===== src/verilog/icls_map.vh =====
// Constants for the input current limit selector: limit codes, detector codes,
// register offsets and field positions.
// Assumes inclusion by every design file of the selector.
`ifndef ICLS_MAP_VH
`define ICLS_MAP_VH

// Limits in mA, 12 bits
`define ICLS_LIM_0      12'h000
`define ICLS_LIM_100    12'h064
`define ICLS_LIM_500    12'h1F4
`define ICLS_LIM_1000   12'h3E8
`define ICLS_LIM_1500   12'h5DC
`define ICLS_LIM_2000   12'h7D0
`define ICLS_LIM_2400   12'h960
`define ICLS_LIM_3000   12'hBB8

// D+/D- detector result codes
`define ICLS_DP_NONE    4'h0
`define ICLS_DP_SDP     4'h1
`define ICLS_DP_CDP     4'h2
`define ICLS_DP_DCP     4'h3
`define ICLS_DP_VA_500  4'h4
`define ICLS_DP_VA_1A   4'h5
`define ICLS_DP_VA_2A   4'h6
`define ICLS_DP_VA_24A  4'h7
`define ICLS_DP_VB_2A   4'h8
`define ICLS_DP_UNKNOWN 4'h9
`define ICLS_DP_OPEN    4'hA

// CC advertisement levels seen on each CC wire
`define ICLS_CC_OPEN    2'h0
`define ICLS_CC_DEF     2'h1
`define ICLS_CC_1A5     2'h2
`define ICLS_CC_3A0     2'h3

// Register byte offsets
`define ICLS_REG_CTRL   4'h0
`define ICLS_REG_STAT   4'h4
`define ICLS_REG_LIM    4'h8
`define ICLS_REG_SET    4'hC

// CTRL fields
`define ICLS_CTRL_BOOST 0
`define ICLS_CTRL_INH   1
`define ICLS_CTRL_RST   32'h0000_0000

// Debounce for CC attach, 10 ms min
`define ICLS_DEB_US     10000
`define ICLS_CLK_MHZ    25

`define ICLS_RESP_OK    2'h0
`define ICLS_RESP_SLVERR 2'h2

`endif


===== src/verilog/icls_top.v =====
// Input current limit selector: CC sink, D+/D- result mapping, boost role,
// charge settings and inhibit, with an AXI4-Lite register slave.
// Assumes all pin inputs synchronous to aclk; analog sensing is outside.
//
// What this block does
// (RQ1) Proprietary adapter types map to fixed limits
// (RQ2) Type-C sink sets limit from CC
// (RQ3) Pick active CC line after attach
// (RQ4) Classify CC advert: 500mA, 1.5A, 3A
// (RQ5) Track advertised changes while attached
// (RQ6) Apply larger of D+/D- and CC limits
// (RQ7) Open D+/D- forces 3A final limit
// (RQ8) Floating CC: limit from D+/D- only
// (RQ9) Boost removes Rd, enables source current
// (RQ10) Boost drives reverse 5.1V source output
// (RQ11) Fast-charge current from fifteen resistor settings
// (RQ12) Top-off threshold from six resistor settings
// (RQ13) Inhibit pin low stops charging
// (RQ14) Controller checks input valid before inhibit
// (RQ15) Controller drives inhibit open-drain
// (RQ16) Shared D+/D- released until input valid
// (RQ17) SDP 500mA, CDP/DCP 1.5A, else 3A
// (RQ18) Input valid low when powered or boosting
// (RQ19) Limit recomputed from current detector results
//
// Design decisions made here: the AXI4-Lite interface to the registers and the register addresses.
`timescale 1ns/1ps
`include "icls_map.vh"

module icls_top #(
    parameter DEB_US  = `ICLS_DEB_US,
    parameter CLK_MHZ = `ICLS_CLK_MHZ,
    parameter DEB_CYC = DEB_US * CLK_MHZ
) (
    // Clock and reset
    input  wire        aclk,
    input  wire        aresetn,
    // AXI4-Lite write address
    input  wire [3:0]  s_axi_awaddr,
    input  wire        s_axi_awvalid,
    output wire        s_axi_awready,
    // AXI4-Lite write data
    input  wire [31:0] s_axi_wdata,
    input  wire [3:0]  s_axi_wstrb,
    input  wire        s_axi_wvalid,
    output wire        s_axi_wready,
    // AXI4-Lite write response
    output reg  [1:0]  s_axi_bresp,
    output reg         s_axi_bvalid,
    input  wire        s_axi_bready,
    // AXI4-Lite read
    input  wire [3:0]  s_axi_araddr,
    input  wire        s_axi_arvalid,
    output wire        s_axi_arready,
    output reg  [31:0] s_axi_rdata,
    output reg  [1:0]  s_axi_rresp,
    output reg         s_axi_rvalid,
    input  wire        s_axi_rready,
    // Detector inputs
    input  wire [1:0]  cc1_level,
    input  wire [1:0]  cc2_level,
    input  wire [3:0]  dpdm_type,
    input  wire        dpdm_done,
    // Power pins
    input  wire        boost_enable_pin,
    input  wire        input_present,
    input  wire        buck_switching,
    input  wire        topoff_set_inhibit_pin,
    input  wire [3:0]  fast_charge_current_set,
    input  wire [2:0]  topoff_set_resistor,
    // Outputs to the power stage
    output reg  [11:0] input_limit_ma,
    output reg  [11:0] fast_ma,
    output reg  [11:0] topoff_ma,
    output reg         charge_enable,
    output reg         rd_connect,
    output reg         cc_source_en,
    output reg         reverse_boost_en,
    output wire        input_valid_n_o,
    output wire        input_valid_n_oe
);

    // ----------------------------------------------------------------
    // Registers
    // ----------------------------------------------------------------
    reg  [31:0] ctrl;
    wire        boost_req = boost_enable_pin | ctrl[`ICLS_CTRL_BOOST];
    wire        inhibit   = !topoff_set_inhibit_pin | ctrl[`ICLS_CTRL_INH];

    // ----------------------------------------------------------------
    // Detectors
    // ----------------------------------------------------------------
    wire        cc_att;
    wire        cc_act2;
    wire [11:0] cc_lim;
    wire [11:0] fast_w;
    wire [11:0] topoff_w;

    icls_cc_sink #(
        .DEB_CYC (DEB_CYC)
    ) u_cc (
        .aclk        (aclk),
        .aresetn     (aresetn),
        .cc1_level   (cc1_level),
        .cc2_level   (cc2_level),
        .source_role (boost_req),
        .attached    (cc_att),
        .active_cc2  (cc_act2),
        .cc_limit    (cc_lim)
    );

    icls_tables u_tab (
        .fast_sel   (fast_charge_current_set),
        .topoff_sel (topoff_set_resistor),
        .fast_ma    (fast_w),
        .topoff_ma  (topoff_w)
    );

    // D+/D- result to limit
    reg [11:0] dp_lim;
    always @* begin
        case (dpdm_type)
            `ICLS_DP_SDP:    dp_lim = `ICLS_LIM_500;    // [RQ17]
            `ICLS_DP_CDP:    dp_lim = `ICLS_LIM_1500;   // [RQ17]
            `ICLS_DP_DCP:    dp_lim = `ICLS_LIM_1500;   // [RQ17]
            `ICLS_DP_VA_500: dp_lim = `ICLS_LIM_500;    // [RQ1]
            `ICLS_DP_VA_1A:  dp_lim = `ICLS_LIM_1000;   // [RQ1]
            `ICLS_DP_VA_2A:  dp_lim = `ICLS_LIM_2000;   // [RQ1]
            `ICLS_DP_VA_24A: dp_lim = `ICLS_LIM_2400;   // [RQ1]
            `ICLS_DP_VB_2A:  dp_lim = `ICLS_LIM_2000;   // [RQ1]
            default:         dp_lim = `ICLS_LIM_3000;   // [RQ1] [RQ7] [RQ17]
        endcase
    end

    // Until D+/D- finishes, only CC counts; floating CC gives 0 so D+/D- wins
    wire [11:0] dp_eff   = dpdm_done ? dp_lim : `ICLS_LIM_0;
    wire        dp_open  = dpdm_done && (dpdm_type == `ICLS_DP_OPEN || dpdm_type == `ICLS_DP_NONE);
    wire [11:0] max_lim  = (cc_lim > dp_eff) ? cc_lim : dp_eff;              // [RQ6] [RQ8]
    wire [11:0] next_lim = dp_open ? `ICLS_LIM_3000 : max_lim;               // [RQ7]

    // ----------------------------------------------------------------
    // Power stage control
    // ----------------------------------------------------------------
    reg in_valid;
    always @(posedge aclk) begin
        if (!aresetn) begin
            input_limit_ma   <= `ICLS_LIM_0;
            fast_ma          <= `ICLS_LIM_0;
            topoff_ma        <= `ICLS_LIM_0;
            charge_enable    <= 1'b0;
            rd_connect       <= 1'b1;
            cc_source_en     <= 1'b0;
            reverse_boost_en <= 1'b0;
            in_valid         <= 1'b0;
        end else begin
            input_limit_ma   <= boost_req ? `ICLS_LIM_0 : next_lim;           // [RQ19]
            fast_ma          <= fast_w;                                       // [RQ11]
            topoff_ma        <= topoff_w;                                     // [RQ12]
            charge_enable    <= !boost_req && input_present && !inhibit;      // [RQ13]
            rd_connect       <= !boost_req;                                   // [RQ9]
            cc_source_en     <= boost_req;                                    // [RQ9]
            reverse_boost_en <= boost_req;                                    // [RQ10]
            in_valid         <= boost_req || (input_present && buck_switching); // [RQ18]
        end
    end

    // Open-drain: drive low only, release otherwise
    assign input_valid_n_o  = 1'b0;
    assign input_valid_n_oe = in_valid;                                       // [RQ18]

    // ----------------------------------------------------------------
    // AXI4-Lite slave
    // ----------------------------------------------------------------
    reg        aw_held;
    reg        w_held;
    reg [3:0]  aw_addr;
    reg [31:0] w_data;
    reg [3:0]  w_strb;

    assign s_axi_awready = !aw_held && !s_axi_bvalid;
    assign s_axi_wready  = !w_held && !s_axi_bvalid;
    assign s_axi_arready = !s_axi_rvalid;

    wire aw_now = aw_held | (s_axi_awvalid & s_axi_awready);
    wire w_now  = w_held | (s_axi_wvalid & s_axi_wready);
    wire [3:0]  wa = aw_held ? aw_addr : s_axi_awaddr;
    wire [31:0] wd = w_held ? w_data : s_axi_wdata;
    wire [3:0]  ws = w_held ? w_strb : s_axi_wstrb;

    integer i;
    always @(posedge aclk) begin
        if (!aresetn) begin
            aw_held      <= 1'b0;
            w_held       <= 1'b0;
            aw_addr      <= 4'h0;
            w_data       <= 32'h0000_0000;
            w_strb       <= 4'h0;
            s_axi_bvalid <= 1'b0;
            s_axi_bresp  <= `ICLS_RESP_OK;
            ctrl         <= `ICLS_CTRL_RST;
        end else begin
            if (s_axi_bvalid && s_axi_bready)
                s_axi_bvalid <= 1'b0;
            if (aw_now && w_now && !s_axi_bvalid) begin
                aw_held      <= 1'b0;
                w_held       <= 1'b0;
                s_axi_bvalid <= 1'b1;
                if (wa[3:2] == `ICLS_REG_CTRL >> 2) begin
                    s_axi_bresp <= `ICLS_RESP_OK;
                    for (i = 0; i < 4; i = i + 1)
                        if (ws[i])
                            ctrl[i*8 +: 8] <= wd[i*8 +: 8];
                end else begin
                    s_axi_bresp <= `ICLS_RESP_SLVERR;
                end
            end else begin
                if (s_axi_awvalid && s_axi_awready) begin
                    aw_held <= 1'b1;
                    aw_addr <= s_axi_awaddr;
                end
                if (s_axi_wvalid && s_axi_wready) begin
                    w_held <= 1'b1;
                    w_data <= s_axi_wdata;
                    w_strb <= s_axi_wstrb;
                end
            end
        end
    end

    always @(posedge aclk) begin
        if (!aresetn) begin
            s_axi_rvalid <= 1'b0;
            s_axi_rdata  <= 32'h0000_0000;
            s_axi_rresp  <= `ICLS_RESP_OK;
        end else if (s_axi_rvalid) begin
            if (s_axi_rready)
                s_axi_rvalid <= 1'b0;
        end else if (s_axi_arvalid) begin
            s_axi_rvalid <= 1'b1;
            s_axi_rresp  <= `ICLS_RESP_OK;
            case (s_axi_araddr[3:2])
                `ICLS_REG_CTRL >> 2: s_axi_rdata <= ctrl;
                `ICLS_REG_STAT >> 2: s_axi_rdata <= {24'h00_0000, dpdm_type, in_valid,
                                                     charge_enable, cc_act2, cc_att};
                `ICLS_REG_LIM >> 2:  s_axi_rdata <= {20'h0_0000, input_limit_ma};
                `ICLS_REG_SET >> 2:  s_axi_rdata <= {4'h0, topoff_ma, 4'h0, fast_ma};
                default:             s_axi_rdata <= 32'h0000_0000;
            endcase
        end
    end

endmodule


===== src/verilog/icls_tables.v =====
// Lookup of resistor-selected charge settings.
// Assumes index codes from an external resistance measurement.
`timescale 1ns/1ps
`include "icls_map.vh"

module icls_tables (
    // Selection codes
    input  wire [3:0]  fast_sel,
    input  wire [2:0]  topoff_sel,
    // Resulting currents in mA
    output reg  [11:0] fast_ma,
    output reg  [11:0] topoff_ma
);

    // Codes 0..14 low to high resistance; 15 clamps to lowest
    always @* begin
        case (fast_sel)
            4'h0: fast_ma = 12'h1F4;
            4'h1: fast_ma = 12'h258;
            4'h2: fast_ma = 12'h320;
            4'h3: fast_ma = 12'h3E8;
            4'h4: fast_ma = 12'h4B0;
            4'h5: fast_ma = 12'h578;
            4'h6: fast_ma = 12'h5DC;
            4'h7: fast_ma = 12'h708;
            4'h8: fast_ma = 12'h7D0;
            4'h9: fast_ma = 12'h898;
            4'hA: fast_ma = 12'h960;
            4'hB: fast_ma = 12'h9C4;
            4'hC: fast_ma = 12'hAF0;
            4'hD: fast_ma = 12'hBB8;
            4'hE: fast_ma = 12'hC4E;
            default: fast_ma = 12'h1F4;
        endcase
    end

    always @* begin
        case (topoff_sel)
            3'h0: topoff_ma = 12'h064;
            3'h1: topoff_ma = 12'h096;
            3'h2: topoff_ma = 12'h0C8;
            3'h3: topoff_ma = 12'h0FA;
            3'h4: topoff_ma = 12'h12C;
            3'h5: topoff_ma = 12'h15E;
            default: topoff_ma = 12'h064;
        endcase
    end

endmodule


===== src/verilog/icls_cc_sink.v =====
// Type-C sink attach machine: debounce, active wire pick, level.
// Assumes CC levels already quantised by the analog front end.
`timescale 1ns/1ps
`include "icls_map.vh"

module icls_cc_sink #(
    parameter DEB_CYC = 250000
) (
    // Clock and reset
    input  wire        aclk,
    input  wire        aresetn,
    // Quantised CC levels and role
    input  wire [1:0]  cc1_level,
    input  wire [1:0]  cc2_level,
    input  wire        source_role,
    // Results
    output reg         attached,
    output reg         active_cc2,
    output reg  [11:0] cc_limit
);

    localparam ST_UNATT = 3'b001;
    localparam ST_WAIT  = 3'b010;
    localparam ST_ATT   = 3'b100;

    reg [2:0]  state;
    reg [31:0] deb_cnt;
    reg [1:0]  act_level;
    wire       any_cc  = (cc1_level != `ICLS_CC_OPEN) || (cc2_level != `ICLS_CC_OPEN);
    wire       pick2   = (cc2_level > cc1_level);
    wire [1:0] cur_lvl = active_cc2 ? cc2_level : cc1_level;

    always @(posedge aclk) begin
        if (!aresetn || source_role) begin
            state      <= ST_UNATT;
            deb_cnt    <= 32'h0000_0000;
            attached   <= 1'b0;
            active_cc2 <= 1'b0;
            act_level  <= `ICLS_CC_OPEN;
        end else begin
            case (state)
                ST_UNATT: begin
                    deb_cnt <= 32'h0000_0000;
                    if (any_cc)
                        state <= ST_WAIT;
                end
                ST_WAIT: begin
                    if (!any_cc) begin
                        state <= ST_UNATT;
                    end else if (deb_cnt >= DEB_CYC - 1) begin
                        state      <= ST_ATT;
                        attached   <= 1'b1;
                        active_cc2 <= pick2;              // [RQ3]
                        act_level  <= pick2 ? cc2_level : cc1_level;
                    end else begin
                        deb_cnt <= deb_cnt + 32'h0000_0001;
                    end
                end
                ST_ATT: begin
                    if (cur_lvl == `ICLS_CC_OPEN) begin
                        state    <= ST_UNATT;
                        attached <= 1'b0;
                    end else begin
                        act_level <= cur_lvl;             // [RQ5]
                    end
                end
                default: state <= ST_UNATT;
            endcase
        end
    end

    always @(posedge aclk) begin
        if (!aresetn)
            cc_limit <= `ICLS_LIM_0;
        else if (!attached)
            cc_limit <= `ICLS_LIM_0;
        else case (act_level)                              // [RQ2] [RQ4]
            `ICLS_CC_3A0: cc_limit <= `ICLS_LIM_3000;
            `ICLS_CC_1A5: cc_limit <= `ICLS_LIM_1500;
            default:      cc_limit <= `ICLS_LIM_500;
        endcase
    end

endmodule


===== config.mk =====
export PLATFORM = sky130hd
export DESIGN_NAME = icls_top
export DESIGN_NICKNAME = d
export VERILOG_FILES = /design/src/verilog/icls_top.v /design/src/verilog/icls_tables.v /design/src/verilog/icls_cc_sink.v
export VERILOG_INCLUDE_DIRS = /design/src /design/src/verilog
export SDC_FILE = /design/constraint.sdc
export NUM_CORES = 1
export LEC_CHECK = 0
export BUFFER_PORTS_ARGS = -buffer_cell sky130_fd_sc_hd__buf_2
export CAP_MARGIN = 20
export CORE_ASPECT_RATIO = 2
export CORE_MARGIN = 4
export CORE_UTILIZATION = 25
export DETAILED_ROUTE_END_ITERATION = 10
export PLACE_DENSITY_LB_ADDON = 0.08
export SYNTH_ARGS = -nofsm -noshare
export SYNTH_HDL_FRONTEND = slang
export SYNTH_HIERARCHICAL = 1
export SYNTH_SLANG_ARGS = --single-unit

===== constraint.sdc =====
create_clock -name aclk -period 2.3 [get_ports aclk]
set_input_delay 0.115 -clock aclk [delete_from_list [all_inputs] [get_ports aclk]]
set_output_delay 0.115 -clock aclk [all_outputs]
set_load 0.005 [all_outputs]

==> results_dict.tcl <==
set metrics [dict create \
    status "finished clean" \
    rrSetupSlack_ps 190 \
    crit_path_start_kind "flip-flop" \
    dieArea_um2 39900 \
    cpMaxStageDelayCell "or4_1" \
    hold_class "in2reg" \
    netSwitchingFraction 0.281 \
    critPathMostFrequentCell "buf_4" \
    combPwrFrac 0.136 \
    fin_setup_tns_ps 0 \
    drt-initial-drc-count 271 \
    switchingPower_uw 2150 \
    tightest_slew_ps 665 \
    r2r-end "u_cc/deb_cnt[6]" \
    synthCells 980 \
    grt_pass1_wl_mm 44.9 \
    instances_no_fill 1649 \
    min_path_cells 3 \
    required_ps 2690 \
    grt_usage 0.147 \
    reg2regPathDepth 8 \
    ios 154 \
    synth_ff_type "dfxtp_1" \
    worstSetupPathType "reg2reg" \
    drt_pass1_iterations 4 \
    vias 7482 \
    viasPerCell 4.54 \
    fin_crit_ps 2110 \
    grt_antenna_before_repair 2 \
    hold_violations 0 \
    h-tree-depth 4 \
    path_cells "nor4_4 > a2111oi_2 > buf_4 > a211oi_4 > buf_4 > o21ai_2 > or4_1 > nand2_1" \
    total_power_uw 7650 \
    seqPwrFrac 0.465 \
    cp_max_fo 4 \
    yosysSeqAreaShare 0.420 \
    netlist_area_um2 9140 \
    worstSetupEndpoint "u_cc/deb_cnt[6]" \
    final_nets 1288 \
    cap_violations 0 \
    grt_pass1_vias 7650 \
    intPower_uw 5500 \
    ys_seq_elements 192 \
    utilization 0.324 \
    end_kind "flip-flop" \
    rsz0062_at_grt "no" \
    fmax_mhz 475 \
    synth_edf_count 0 \
    synthArstFlopShare 0 \
    cts_buffer_depth 2 \
    cts_sinks 192 \
    clock_latency_ps 440 \
    maxSlewHeadroom 0.554 \
    fillerInstances 3803 \
    setup_viol 0 \
    detailed_place_hpwl_mm 22.0 \
    worstHoldStart "aresetn" \
    core_um2 35900 \
    post_cts_buffers 0 \
    wire_per_inst_um 17.6 \
    drive_above_1_share 0.235 \
    ant_nets 0 \
    yosys_warnings 6 \
    critical_path_arrival_ps 2500 \
    p_per_area_nw_per_um2 657 \
    drcViolationCount 0 \
    cts_tree "done" \
    ctsRootBufferMaster "clkbuf_16" \
    grt_max_degree 132 \
    wl_mm 29.0 \
    finClkSkew_ps 10.1 \
    p_leak_uw 0.00510 \
    yosysUniqueCellTypes 72 \
    cp-startpoint "u_cc/deb_cnt[9]" \
    r2r_start "u_cc/deb_cnt[9]" \
    fp.dieH_um 278 \
    area_growth_pct 27.2 \
    row_count 98 \
    min_period_over_period 0.916 \
    clkSlewWorstSetupHoldPaths_ps 80 \
    avgSynthCellArea_um2 9.33 \
    gp_congestion 0.792 \
    ir_worst_vdd_uv 500 \
    slew_viol_final 0 \
    die_w_um 143 \
    cts-buffers-inserted 17 \
    portBuffers 145 \
    crit_path_max_incr_delay_ps 510 \
    pwr-share-clk 0.399 \
    grt_overflow 0 \
    place_inst 1569 \
    start_util 0.254 \
]
## final cells by class
cell class	count	area, um2	share of cell area
tap	450	563	0.0484
clock buffer	17	425	0.0366
multi-input combinational	690	4820	0.415
clock inverter	15	165	0.0142
antenna	1	2.50	0.000215
timing repair buffer	252	1690	0.145
inverter	32	120	0.0103
sequential	192	3840	0.331
## what timing repair did
item,CTS,global route
hold endpoints to repair,45,0
setup endpoints to repair,0,3
hold buffers,47,0
resized for setup,0,2
## metrics by stage
stage / hold slack, ps / setup WS [ps] / cell area (um2)
after floorplan: 233 / 4.15 / 9190
after global placement: 370 / -281 / 10600
after detailed placement: 384 / -324 / 10600
after CTS: 2.16 / 147 / 11600
after global routing: 15.0 / 44.2 / 11600
final: 29.6 / 194 / 11600
## worst min-delay path by stage
stage                       endpoint
detailed placement      s_axi_rvalid
global route        input_valid_n_oe
floorplan              charge_enable
finish              u_cc/cc_limit[8]
global placement        s_axi_rvalid
CTS                 input_valid_n_oe
## cells in the mapped netlist, drive strengths merged (3+ instances only)
cell type	instances	area, um2
o21ai	28	148
or3	3	18.8
o2111ai	3	26.3
nor3b	19	148
nor2b	19	119
conb	3	11.3
and3	5	31.3
or4	4	30.0
nand2b	5	31.3
buf	42	287
a311oi	3	26.3
a221oi	17	166
inv	32	120
dfxtp	192	3840
mux2i	48	480
nand2	157	589
and2	42	265
a21oi	25	125
nand3	7	35.0
nor2	62	263
nor3	15	80.1
nor4	6	67.6
clkbuf	32	120
a31oi	5	31.3
o211a	34	340
mux2	6	67.6
o311a	3	30.0
mux4	12	270
xor2	10	87.6
nand4	6	37.5
ha	32	400
a21boi	45	338
o21a	3	22.5
nand3b	7	52.6
a22oi	8	60.1
o211ai	6	58.8
and4	5	48.8
## power by group through the flow
stage | registers (uW) | clock network, uW | logic, uW
floorplan | 3610 | 0 | 609
global placement | 3640 | 0 | 999
detailed placement | 3640 | 0 | 996
CTS | 3560 | 3220 | 1070
global route | 3580 | 3330 | 1160
finish | 3560 | 3050 | 1040
## cells by family after synthesis
| kind of cell | share of synthesized area |
|---|---|
| flip-flops | 0.420 |
| AND/OR/NAND/NOR | 0.205 |
| multiplexers | 0.0895 |
| adder cells (fa/ha/maj) | 0.0438 |
| buffers and inverters | 0.0576 |
| AO/OA/AOI/OAI | 0.171 |
| XOR/XNOR | 0.0115 |
| other | 0.00123 |
## state kept, by name (all words and copies together), names as in the netlist
register / cells
s_axi_rvalid: 1
u_cc/attached: 1
ctrl: 32
reverse_boost_en: 1
w_strb: 4
w_data: 32
u_cc/state: 3
u_cc/act_level: 2
aw_addr: 2
topoff_ma: 12
u_cc/active_cc2: 1
u_cc/deb_cnt: 32
input_valid_n_oe: 1
s_axi_bresp: 1
charge_enable: 1
aw_held: 1
rd_connect: 1
s_axi_bvalid: 1
s_axi_rdata: 32
w_held: 1
fast_ma: 12
u_cc/cc_limit: 6
input_limit_ma: 12
## metal layers
layer  vias up  wire length, um  global-route usage
li1       3813                -                   -
met2       148            16000               0.281
met3        30             1110              0.0311
met4         0              692              0.0476
met5         -                0                   0
met1      3491            11300               0.157
## cells in the final DEF, fill, tap and decap left out, drive strengths merged, types with 4 or more instances in the layout
cell type and instances:
mux2i 48, a22oi 8, nand3 7, conb 11, nor3 15, xor2 10, clkinv 4, nor2b 19
o211ai 6, a31oi 5, nor2 62, o21ai 28, a21oi 25, nand3b 7, and3 5, or4 4
dfxtp 192, nand4 6, nand2b 5, a221oi 17, ha 32, a21boi 45, nand2 157, and2 42
clkbuf 17, nor4 6, buf 205, and4 5, mux2 6, nor3b 19, mux4 12, dlygate4sd3 47
inv 40, o211a 34
## critical path, delay by kind of cell, from the launching register on
family | cells | cell delay [ps]
buf+inv | 2 | 330
flops | 1 | 370
compound gates | 3 | 410
simple gates | 3 | 940
Note: power is estimated with default switching activity, not from simulation.
